<file path="src/rtl/uwsc_pkg.sv">
// package for the up/down wiper step counter
// assumes a single system clock domain; no software registers
package uwsc_pkg;
  localparam int POS_W = 6;
  localparam logic [5:0] POS_MID = 6'h20;
  localparam logic [5:0] POS_MAX = 6'h3F;
  localparam logic [5:0] POS_MIN = 6'h00;
  localparam logic [2:0] SYNC_RST = 3'h7;
  localparam logic QUAL_RST = 1'b1;
  localparam logic [1:0] RST_SYNC_INIT = 2'h0;
  localparam logic [5:0] POS_STEP = 6'h01;
  localparam int N_PINS = 3;

  // three host-driven control pins
  typedef struct packed {
    logic step_clk;
    logic chip_sel_n;
    logic dir_up;
  } uwsc_pins_t;

  // complementary wiper codes: to-b rises as to-a falls
  typedef struct packed {
    logic [5:0] wiper_to_b_resistance;
    logic [5:0] wiper_to_a_resistance;
  } uwsc_taps_t;
endpackage

</file>
<file path="src/rtl/uwsc_counter.sv">
// up/down wiper step counter for a 64-tap resistor ladder
// assumes pins are asynchronous to clk_sys and debounced by the host
`timescale 1ns/1ps
`default_nettype none
module uwsc_counter (
  input wire logic clk_sys,
  input wire logic rstn,
  input wire uwsc_pkg::uwsc_pins_t pins,
  output uwsc_pkg::uwsc_taps_t taps
);
  import uwsc_pkg::*;

  // rstn clears every flop at once; its release is retimed so that
  // no group leaves reset a cycle ahead of its neighbours
  logic [1:0] rst_sync_reg;
  logic [1:0] rst_sync_next;
  logic rst_n_int;

  always_comb begin
    rst_sync_next = {rst_sync_reg[0], 1'b1};
  end

  always_ff @(posedge clk_sys or negedge rstn) begin
    if (!rstn) begin
      rst_sync_reg <= RST_SYNC_INIT;
    end else begin
      rst_sync_reg <= rst_sync_next;
    end
  end

  // a step edge that qualifies while reset is released may be missed
  assign rst_n_int = rst_sync_reg[1];

  // a level that toggles faster than the stages can agree is never
  // qualified, so pulses shorter than two cycles are lost
  logic [N_PINS-1:0] pin_raw;
  wire logic [N_PINS-1:0] pin_qual;
  wire logic [N_PINS-1:0] pin_qual_nx;

  assign pin_raw = pins;

  // one three-flop synchroniser per control pin
  genvar gi;
  generate
    for (gi = 0; gi < N_PINS; gi++) begin : g_sync
      uwsc_pin_sync u_sync (
        .clk_sys(clk_sys),
        .rst_n(rst_n_int),
        .pin(pin_raw[gi]),
        .qual(pin_qual[gi]),
        .qual_nx(pin_qual_nx[gi])
      );
    end
  endgenerate

  // qualified controls; select and direction are the levels that
  // stand as the step edge qualifies, so all three keep pin timing
  uwsc_pins_t ctl_now;
  uwsc_pins_t ctl_nx;
  logic fall;

  always_comb begin
    ctl_now = pin_qual;
    ctl_nx = pin_qual_nx;
  end

  // falling step edge, seen on the clock edge at which it qualifies
  always_comb begin
    fall = ctl_now.step_clk && !ctl_nx.step_clk;
  end

  // true when the counter already sits at the end it is heading for
  function automatic logic at_end(
    input logic [POS_W-1:0] p,
    input logic u
  );
    logic r;
    if (u) begin
      r = p == POS_MAX;
    end else begin
      r = p == POS_MIN;
    end
    return r;
  endfunction

  // one step up or down; saturates at either end, never wraps
  function automatic logic [POS_W-1:0] step_once(
    input logic [POS_W-1:0] p,
    input logic u
  );
    logic [POS_W-1:0] r;
    case ({at_end(p, u), u})
      2'b01: begin
        r = p + POS_STEP;
      end
      2'b00: begin
        r = p - POS_STEP;
      end
      default: begin
        r = p;
      end
    endcase
    return r;
  endfunction

  // position counter: one step per qualified falling edge while selected
  logic [POS_W-1:0] pos_reg;
  logic [POS_W-1:0] pos_next;

  always_comb begin
    pos_next = pos_reg;
    if (fall && !ctl_now.chip_sel_n) begin
      pos_next = step_once(pos_reg, ctl_now.dir_up);
    end
  end

  always_ff @(posedge clk_sys or negedge rst_n_int) begin
    if (!rst_n_int) begin
      pos_reg <= POS_MID;
    end else begin
      pos_reg <= pos_next;
    end
  end

  // wiper codes: registered so the outputs come straight from flops;
  // to-a is the complement of to-b on every edge
  uwsc_taps_t taps_reg;
  uwsc_taps_t taps_next;

  always_comb begin
    taps_next.wiper_to_b_resistance = pos_next;
    taps_next.wiper_to_a_resistance = POS_MAX - pos_next;
  end

  always_ff @(posedge clk_sys or negedge rst_n_int) begin
    if (!rst_n_int) begin
      taps_reg.wiper_to_b_resistance <= POS_MID;
      taps_reg.wiper_to_a_resistance <= POS_MAX - POS_MID;
    end else begin
      taps_reg <= taps_next;
    end
  end

  // no readback path: the taps are the only outputs
  assign taps = taps_reg;
endmodule

// three-flop synchroniser with a settled-level qualifier for one pin;
// only the second stage reads the first
module uwsc_pin_sync (
  input wire logic clk_sys,
  input wire logic rst_n,
  input wire logic pin,
  output logic qual,
  output logic qual_nx
);
  import uwsc_pkg::*;

  // stages 2 and 3 agreeing mean the pin level has settled
  function automatic logic stages_agree(
    input logic [2:0] s
  );
    return s[1] == s[2];
  endfunction

  // next qualified level: follows the pin only once it has settled
  function automatic logic qualify(
    input logic [2:0] s,
    input logic q
  );
    logic r;
    r = q;
    if (stages_agree(s)) begin
      r = s[2];
    end
    return r;
  endfunction

  logic [2:0] stage_reg;
  logic [2:0] stage_next;
  logic qual_reg;
  logic qual_next;

  always_comb begin
    stage_next = {stage_reg[1:0], pin};
    qual_next = qualify(stage_reg, qual_reg);
  end

  // idle high after reset, so no false step edge follows reset
  always_ff @(posedge clk_sys or negedge rst_n) begin
    if (!rst_n) begin
      stage_reg <= SYNC_RST;
      qual_reg <= QUAL_RST;
    end else begin
      stage_reg <= stage_next;
      qual_reg <= qual_next;
    end
  end

  assign qual = qual_reg;
  assign qual_nx = qual_next;
endmodule
`default_nettype wire

</file>
<file path="config.mk">
export PLATFORM = sky130hd
export DESIGN_NAME = uwsc_counter
export DESIGN_NICKNAME = d
export VERILOG_FILES = /design/src/rtl/uwsc_pkg.sv /design/src/rtl/uwsc_counter.sv
export SDC_FILE = /design/constraint.sdc
export NUM_CORES = 1
export LEC_CHECK = 0
export ABC_AREA = 1
export ABC_CLOCK_PERIOD_IN_PS = 1000
export BUFFER_PORTS_ARGS = -buffer_cell sky130_fd_sc_hd__clkbuf_2
export CORE_MARGIN = 3
export CORE_UTILIZATION = 53
export CTS_CLUSTER_DIAMETER = 60
export CTS_CLUSTER_SIZE = 20
export DETAILED_ROUTE_END_ITERATION = 6
export PLACE_DENSITY = 0.74
export REMOVE_ABC_BUFFERS = 1
export SLEW_MARGIN = 15
export SYNTH_ARGS = -nofsm -noshare
export SYNTH_HDL_FRONTEND = slang
export SYNTH_HIERARCHICAL = 1
export SYNTH_SLANG_ARGS = --single-unit
export TNS_END_PERCENT = 10
</file>
<file path="constraint.sdc">
create_clock -name clk_sys -period 1 [get_ports clk_sys]
set_input_delay 0 -clock clk_sys [delete_from_list [all_inputs] [get_ports clk_sys]]
set_output_delay 0 -clock clk_sys [all_outputs]
set_load 0.02 [all_outputs]
</file>
==> results of run 1 <==
synth_stat cells:
library cell	instances
a21oi_1	5
conb_1	1
dfrtp_1	8
dfstp_2	18
fa_1	1
ha_1	3
inv_1	15
inv_2	1
nand2_1	29
nand2_2	1
nand3_1	6
nand3b_1	2
nand4_1	2
nor2_1	8
nor2_4	1
o21ai_1	1
o21ai_2	1
or2_2	1
xnor2_1	2
metal layers:
| layer | GRT usage (%) | vias to the layer above | part of all wire (%) |
|---|---|---|---|
| met5 | 0 | - | 0 |
| met4 | 13.45 | 0 | 2.1 |
| met3 | 3.207 | 10 | 6.4 |
| met2 | 43.13 | 43 | 52 |
| met1 | 31.89 | 449 | 39 |
| li1 | - | 411 | - |
cell usage in the layout (no fill, tap or decap), types with 2 or more instances in the layout:
cell type,Yosys,routed
dfstp_2,18,18
clkbuf_8,0,6
nand4_1,2,2
xnor2_1,2,2
nand3_2,0,2
ha_4,0,2
nand3_1,6,4
nand2_2,1,10
nor2_1,8,5
nor2_2,0,3
nand2_1,29,20
dlygate4sd3_1,0,5
dfrtp_1,8,8
buf_4,0,17
inv_1,15,14
a21oi_1,5,3
clkbuf_4,0,3
nand3b_1,2,2
a21oi_2,0,2
clkbuf_2,0,10
power groups by stage:
stage	Clock, mW	Combinational (mW)	Sequential, mW
final	0.714	2.65	1.58
after detailed placement	0	1.94	1.54
after global routing	0.759	2.87	1.61
after CTS	0.715	2.39	1.56
after floorplan	0	0.775	1.95
after global placement	0	1.83	1.53
final timing paths:
kind / end / cells after the start / from / slack, ns
max reg2reg: taps[10] / 13 / taps[10] / -0.94
min reg2reg: taps[5] / 1 / rst_sync_reg[1] / 0.23
min in group clk_sys: g_sync[0].u_sync/stage_reg[0] / 2 / pins[0] / 0.30
max: taps[10] / 13 / taps[10] / -0.94
max in group asynchronous: rst_sync_reg[1] / 3 / rstn / 0.31
min: taps[5] / 1 / rst_sync_reg[1] / 0.23
logic make-up (layout without fill, tap and decap cells):
logic type,Yosys count,in the layout,share of synthesized area [%]
xor+xnor,2,2,1.636
flops,26,26,62.85
buf+inv,16,58,5.607
compound gates,7,7,3.621
simple gates,50,50,20.56
other cells,1,1,0.3501
fa+ha+maj,4,4,5.374
final cells by class:
cell class,count,area [um^2]
well taps,25,31.28
multi-input cells,64,415.4
clock inverters,1,30.03
flip-flops and latches,26,673.1
fillers,94,275.3
inverters,16,62.56
clock buffers,3,22.52
repair buffers,38,310.3
timing repair:
action | CTS | global route
endpoints found under the setup margin | 24 | 25
pin swaps | 6 | 3
buffers inserted | 2 | 1
resized for setup | 23 | 10
hold buffers | 5 | 0
hold endpoints to repair | 5 | 0
through the flow:
stage | instance area [um^2] | power (mW)
finish | 1545 | 4.946
global route | 1545 | 5.239
CTS | 1500 | 4.666
detailed placement | 1287 | 3.488
global placement | 1287 | 3.362
floorplan | 1071 | 2.730
==> run_results.csv, run 1 <==
group,metric,value,unit
timing,period_share,193.8,%
timing,timing.fmax,516.0,MHz
pwr,p_comb_share,53.6,%
floorplanning,die_w,50.96,um
worst_setup_path,cp_slowest_cell,"dfrtp_1",
floorplanning,start_util,58.83,%
outcome,violations,"negative setup slack",
logic_synthesis,synth_top_cell_by_area,"dfstp_2",
detailed_routing,viasPerCell,5.277,
place,globalplace.congestion,0.8385,
worst_setup_path,critical_path_class,"reg -> reg",
run,drv_cap,0,
finish,antenna_cells,0,
floorplanning,ios,17,
clocking,numCtsBuffers,3,
logic_synthesis,ys_warn_count,6,
logic_synthesis,syn-cell-area,0.001071,mm^2
clocking,cts_root_buffer,"clkbuf_4",
clocking,clkSinkCount,26,
worst_setup_path,endpoint_kind,"register",
floorplanning,fp-row-count,15,
grt,grt_max_degree,25,
worst_setup_path,required,1.27,ns
timing,fin_crit,1.938,ns
place,hpwl,1.660,mm
place,place_inst,161,
logic_synthesis,avgSynthCellArea,10.10,um^2
timing,tns,-9.478,ns
grt,grt_pass1_vias,1007,
worst_hold_path,hold_path.class,"reg -> async",
detailed_routing,drc_errors,0,
clocking,cts_tree,"built",
logic_synthesis,synth_top_area_share,44.16,%
worst_setup_path,crit_chain,"nor2_2, nand3_1, nand2_2, inv_4, fa_2, nand2_2, nand2_2, a21oi_2, nand3b_1, nand2_1, nand2_1, nand2_2, inv_1",
timing,clock_skew,0.001817,ns
grt,antenna_found_initial,0,
logic_synthesis,synth_top_cells_by_area,"dfstp_2, dfrtp_1, nand2_1",
pwr,p_per_area,3201,mW/mm^2
finish,fin_nets,158,
logic_synthesis,synth-seq-area-share,62.85,%
outcome,outcome,"finished with violations",
detailed_routing,wirelength,2.748,mm
worst_setup_path,cp_max_fo,4,
timing,finalSetupViolCount,22,
pwr,p_sw,1.931,mW
detailed_routing,num_vias,913,
logic_synthesis,synth_cell_types,19,
floorplanning,die_y,50.96,um
logic_synthesis,synth_seq_cells,26,
worst_setup_path,path_buf_inv,2,
pwr,pwr-share-seq,32.0,%
floorplanning,core-area,0.001821,mm^2
timing,slew_violations,0,
grt,overflow,0,
logic_synthesis,synthCells,106,
timing,rsz0062_at_grt,"true",
place,dp_slack,-0.9938,ns
place,io_buffers,16,
finish,drive_gt1_share,54.05,%
pwr,vdd_drop_max,2.789,mV
worst_setup_path,crit_path_frequent_cell,"nand2_2",
finish,final_core_util,84.88,%
clocking,h-tree-depth,1,
floorplanning,die_area,0.002596,mm^2
pwr,clkPwrFrac,14.4,%
clocking,insertion_delay,0.32,ns
finish,largest_reg_flops,11,
worst_setup_path,start_kind,"register",
clocking,clk_pin_slew,0.14,ns
pwr,p_int,3.015,mW
worst_setup_path,crit_family,"simple AND/OR/NAND/NOR gates",
timing,finalWorstSetupSlack,-0.9379,ns
detailed_routing,antenna_left,0,
grt,grtUsageTotal,25.54,%
pwr,p_leak,0.7424,nW
timing,fin_hold_ws,0.2322,ns
finish,area_growth,44.28,%
grt,grt_pass1_wl,4.774,mm
worst_setup_path,crit_arrival,2.21,ns
pwr,switching_share,39.05,%
detailed_routing,dr.pass1.iters,4,
finish,finalNonFillerCells,173,
timing,hold_violations,0,
clocking,clockBufferDepth,2,
detailed_routing,first_iter_violations,36,
detailed_routing,wl_per_cell,15.88,um
worst_setup_path,max_stage_delay,0.41,ns
Power figures use the tool's default switching activity.
==> inputs of run 2 (changes only) <==
--- a/config.mk
+++ b/config.mk
@@ -5,15 +5,15 @@
 export SDC_FILE = /design/constraint.sdc
 export NUM_CORES = 1
 export LEC_CHECK = 0
-export ABC_AREA = 1
 export ABC_CLOCK_PERIOD_IN_PS = 1000
 export BUFFER_PORTS_ARGS = -buffer_cell sky130_fd_sc_hd__clkbuf_2
 export CORE_MARGIN = 3
-export CORE_UTILIZATION = 53
+export CORE_UTILIZATION = 54
 export CTS_CLUSTER_DIAMETER = 60
 export CTS_CLUSTER_SIZE = 20
 export DETAILED_ROUTE_END_ITERATION = 6
-export PLACE_DENSITY = 0.74
+export GPL_ROUTABILITY_DRIVEN = 0
+export PLACE_DENSITY = 0.75
 export REMOVE_ABC_BUFFERS = 1
 export SLEW_MARGIN = 15
 export SYNTH_ARGS = -nofsm -noshare
==> run_results.csv, run 2 <==
group,metric,value,unit
logic_synthesis,avgSynthCellArea,14.01,um^2
finish,final_common_cell,"dfstp_2",
grt,grt_pass1_wl,5.257,mm
finish,fin_nets,137,
logic_synthesis,synthSimpleGateAreaFrac,9.487,%
detailed_routing,viasPerCell,6.204,
timing,fin_crit,2.422,ns
finish,final_cell_mix,"dfstp_2, buf_4, buf_8",
logic_synthesis,synth_cell_types,32,
finish,final_core_util,92.65,%
logic_synthesis,synthCells,80,
logic_synthesis,synth_top_family_by_area,"simple AND/OR/NAND/NOR gates",
pwr,p_leak,0.7499,nW
place,io_buffers,16,
worst_setup_path,cp_slowest_cell,"dfrtp_1",
grt,grt-busiest-layer,"met2",
grt,grt_pass1_vias,984,
logic_synthesis,yosys-top-cells-count,"dfstp_2, dfrtp_1",
finish,largest_reg_flops,11,
grt,overflow,0,
timing,finalWorstSetupSlack,-1.422,ns
worst_setup_path,critical_path_class,"reg -> reg",
timing,finalSetupViolCount,24,
worst_setup_path,cp_max_fo,4,
run,drv_cap,0,
worst_setup_path,crit_arrival,2.68,ns
logic_synthesis,synth_seq_cells,26,
floorplanning,die_w,51.57,um
worst_setup_path,r2r_cells,7,
logic_synthesis,synth_adder_area_share,8.147,%
detailed_routing,drc_errors,0,
timing,period_share,242.2,%
logic_synthesis,synth.area.mux_share,6.696,%
logic_synthesis,yosysMostFrequentCell,"dfstp_2",
grt,antenna_found_initial,0,
detailed_routing,wl_per_cell,23.89,um
grt,grt_max_degree,17,
logic_synthesis,synth_top_cells_by_area,"dfstp_2, dfrtp_1, mux2_4",
logic_synthesis,syn-cell-area,0.001121,mm^2
worst_setup_path,path_buf_inv,0,
logic_synthesis,synth_top_cell_by_area,"dfstp_2",
timing,rsz0062_at_grt,"true",
worst_setup_path,crit_family,"simple AND/OR/NAND/NOR gates",
worst_setup_path,required,1.25,ns
finish,drive_gt1_share,63.78,%
detailed_routing,dr.pass1.iters,4,
timing,clock_skew,0.004876,ns
logic_synthesis,synth_edf_count,0,
worst_setup_path,cp.depth,7,
worst_setup_path,endpoint_kind,"register",
logic_synthesis,synth-main-ff-cell,"dfstp_2",
grt,globalRouteMet2Util,49.58,%
logic_synthesis,synth_top_area_share,42.19,%
floorplanning,ios,17,
grt,grtUsageTotal,28.99,%
floorplanning,die_y,51.57,um
clocking,cts_tree,"built",
clocking,h-tree-depth,1,
place,placed_area,0.001389,mm^2
timing,timing.fmax,412.8,MHz
place,place_inst,142,
logic_synthesis,synth_xor_area_share,3.906,%
clocking,clkSinkCount,26,
worst_setup_path,max_stage_delay,0.45,ns
clocking,clockBufferDepth,2,
place,hpwl,1.692,mm
clocking,clk_pin_slew,0.15,ns
worst_hold_path,hold_path.class,"reg -> async",
grt,grtUsageMet3,5.444,%
timing,slew_violations,0,
floorplanning,die_area,0.002659,mm^2
finish,n_fill_cell,64,
finish,antenna_cells,0,
logic_synthesis,synth_compound_area_share,9.263,%
detailed_routing,antenna_left,0,
clocking,insertion_delay,0.34,ns
floorplanning,start_util,60.95,%
logic_synthesis,synth-seq-area-share,60.04,%
clocking,cts_root_buffer,"clkbuf_4",
outcome,violations,"negative setup slack",
clocking,numCtsBuffers,3,
pwr,vdd_drop_max,2.424,mV
floorplanning,fp-row-count,15,
logic_synthesis,ys_warn_count,6,
worst_setup_path,r2r_setup_slack,-1.42,ns
detailed_routing,wirelength,3.632,mm
grt,use_met1,35.07,%
logic_synthesis,async_reset_ff_share,100.0,%
detailed_routing,first_iter_violations,45,
detailed_routing,num_vias,943,
timing,hold_violations,0,
worst_setup_path,start_kind,"register",
outcome,outcome,"finished with violations",
finish,finalNonFillerCells,152,
finish,design_area,0.001704,mm^2
worst_setup_path,crit_chain,"nor4_4, a21oi_4, ha_1, a21o_1, or3_1, a211o_1, xnor2_1",
floorplanning,core-area,0.001839,mm^2
pwr,p_per_area,3361,mW/mm^2
finish,area_growth,52.01,%
[run 2: changes by cell type after synthesis, moves of 4 or more]
| cell | change |
|---|---|
| nand2_1 | -29 |
| nand3_1 | -4 |
| inv_1 | -13 |
| nor2_1 | -5 |
[run 2: final timing paths]
path,start,endpoint
worst min register to register,rst_sync_reg[1],taps[7]
worst max register to register,taps[10],taps[10]
max in group asynchronous,rstn,rst_sync_reg[0]
worst min-delay path,rst_sync_reg[1],taps[7]
worst max-delay path,taps[10],taps[10]
min in group clk_sys,pins[1],g_sync[1].u_sync/stage_reg[0]
[run 2: area by class of cell]
class,count,area [um^2],area share (%)
clock buffers,3,22.52,1.322
inverters,2,7.507,0.4405
clock inverters,1,30.03,1.762
repair buffers,45,446.7,26.21
well taps,25,31.28,1.836
multi-input cells,50,493.0,28.93
flip-flops and latches,26,673.1,39.50
[run 2: where the power goes]
part           total [mW]  switching [mW]  internal, mW
combinational        3.32            1.59          1.74
sequential           1.66           0.242          1.42
clock               0.742           0.336         0.406
total                5.73            2.17          3.56
[run 2: repair_timing]
item,CTS,global route
gates resized for setup,32,20
hold endpoints to repair,5,0
hold buffers,5,0
cloned,0,0
pin swaps,14,1
setup endpoints to repair,23,24
buffers inserted,0,1
[run 2: logic make-up after synthesis]
group,after synthesis
DFF,26
and+or+nand+nor,16
AOI/OAI and AO/OA,15
adders and majority gates,7
muxes,6
xor gates and xnor gates,5
buffers and inverters,4
other,1
[run 2: through the flow]
stage	power [mW]	setup WS (ns)	setup TNS, ns	hold slack [ns]
after detailed placement	3.794	-1.384	-12.59	-0.2096
after CTS	5.073	-1.290	-12.27	0.2186
final	5.728	-1.422	-13.46	0.2496
after floorplan	2.811	-1.516	-11.96	-0.2956
after global routing	5.904	-1.486	-14.48	0.2761
after global placement	3.682	-1.292	-11.65	-0.2124
[run 2: per-layer routing]
metal	wire length [um]	part of all wire, %
met1	1461	40
met2	1800	50
met3	232	6.4
met4	136	3.7
met5	0	0
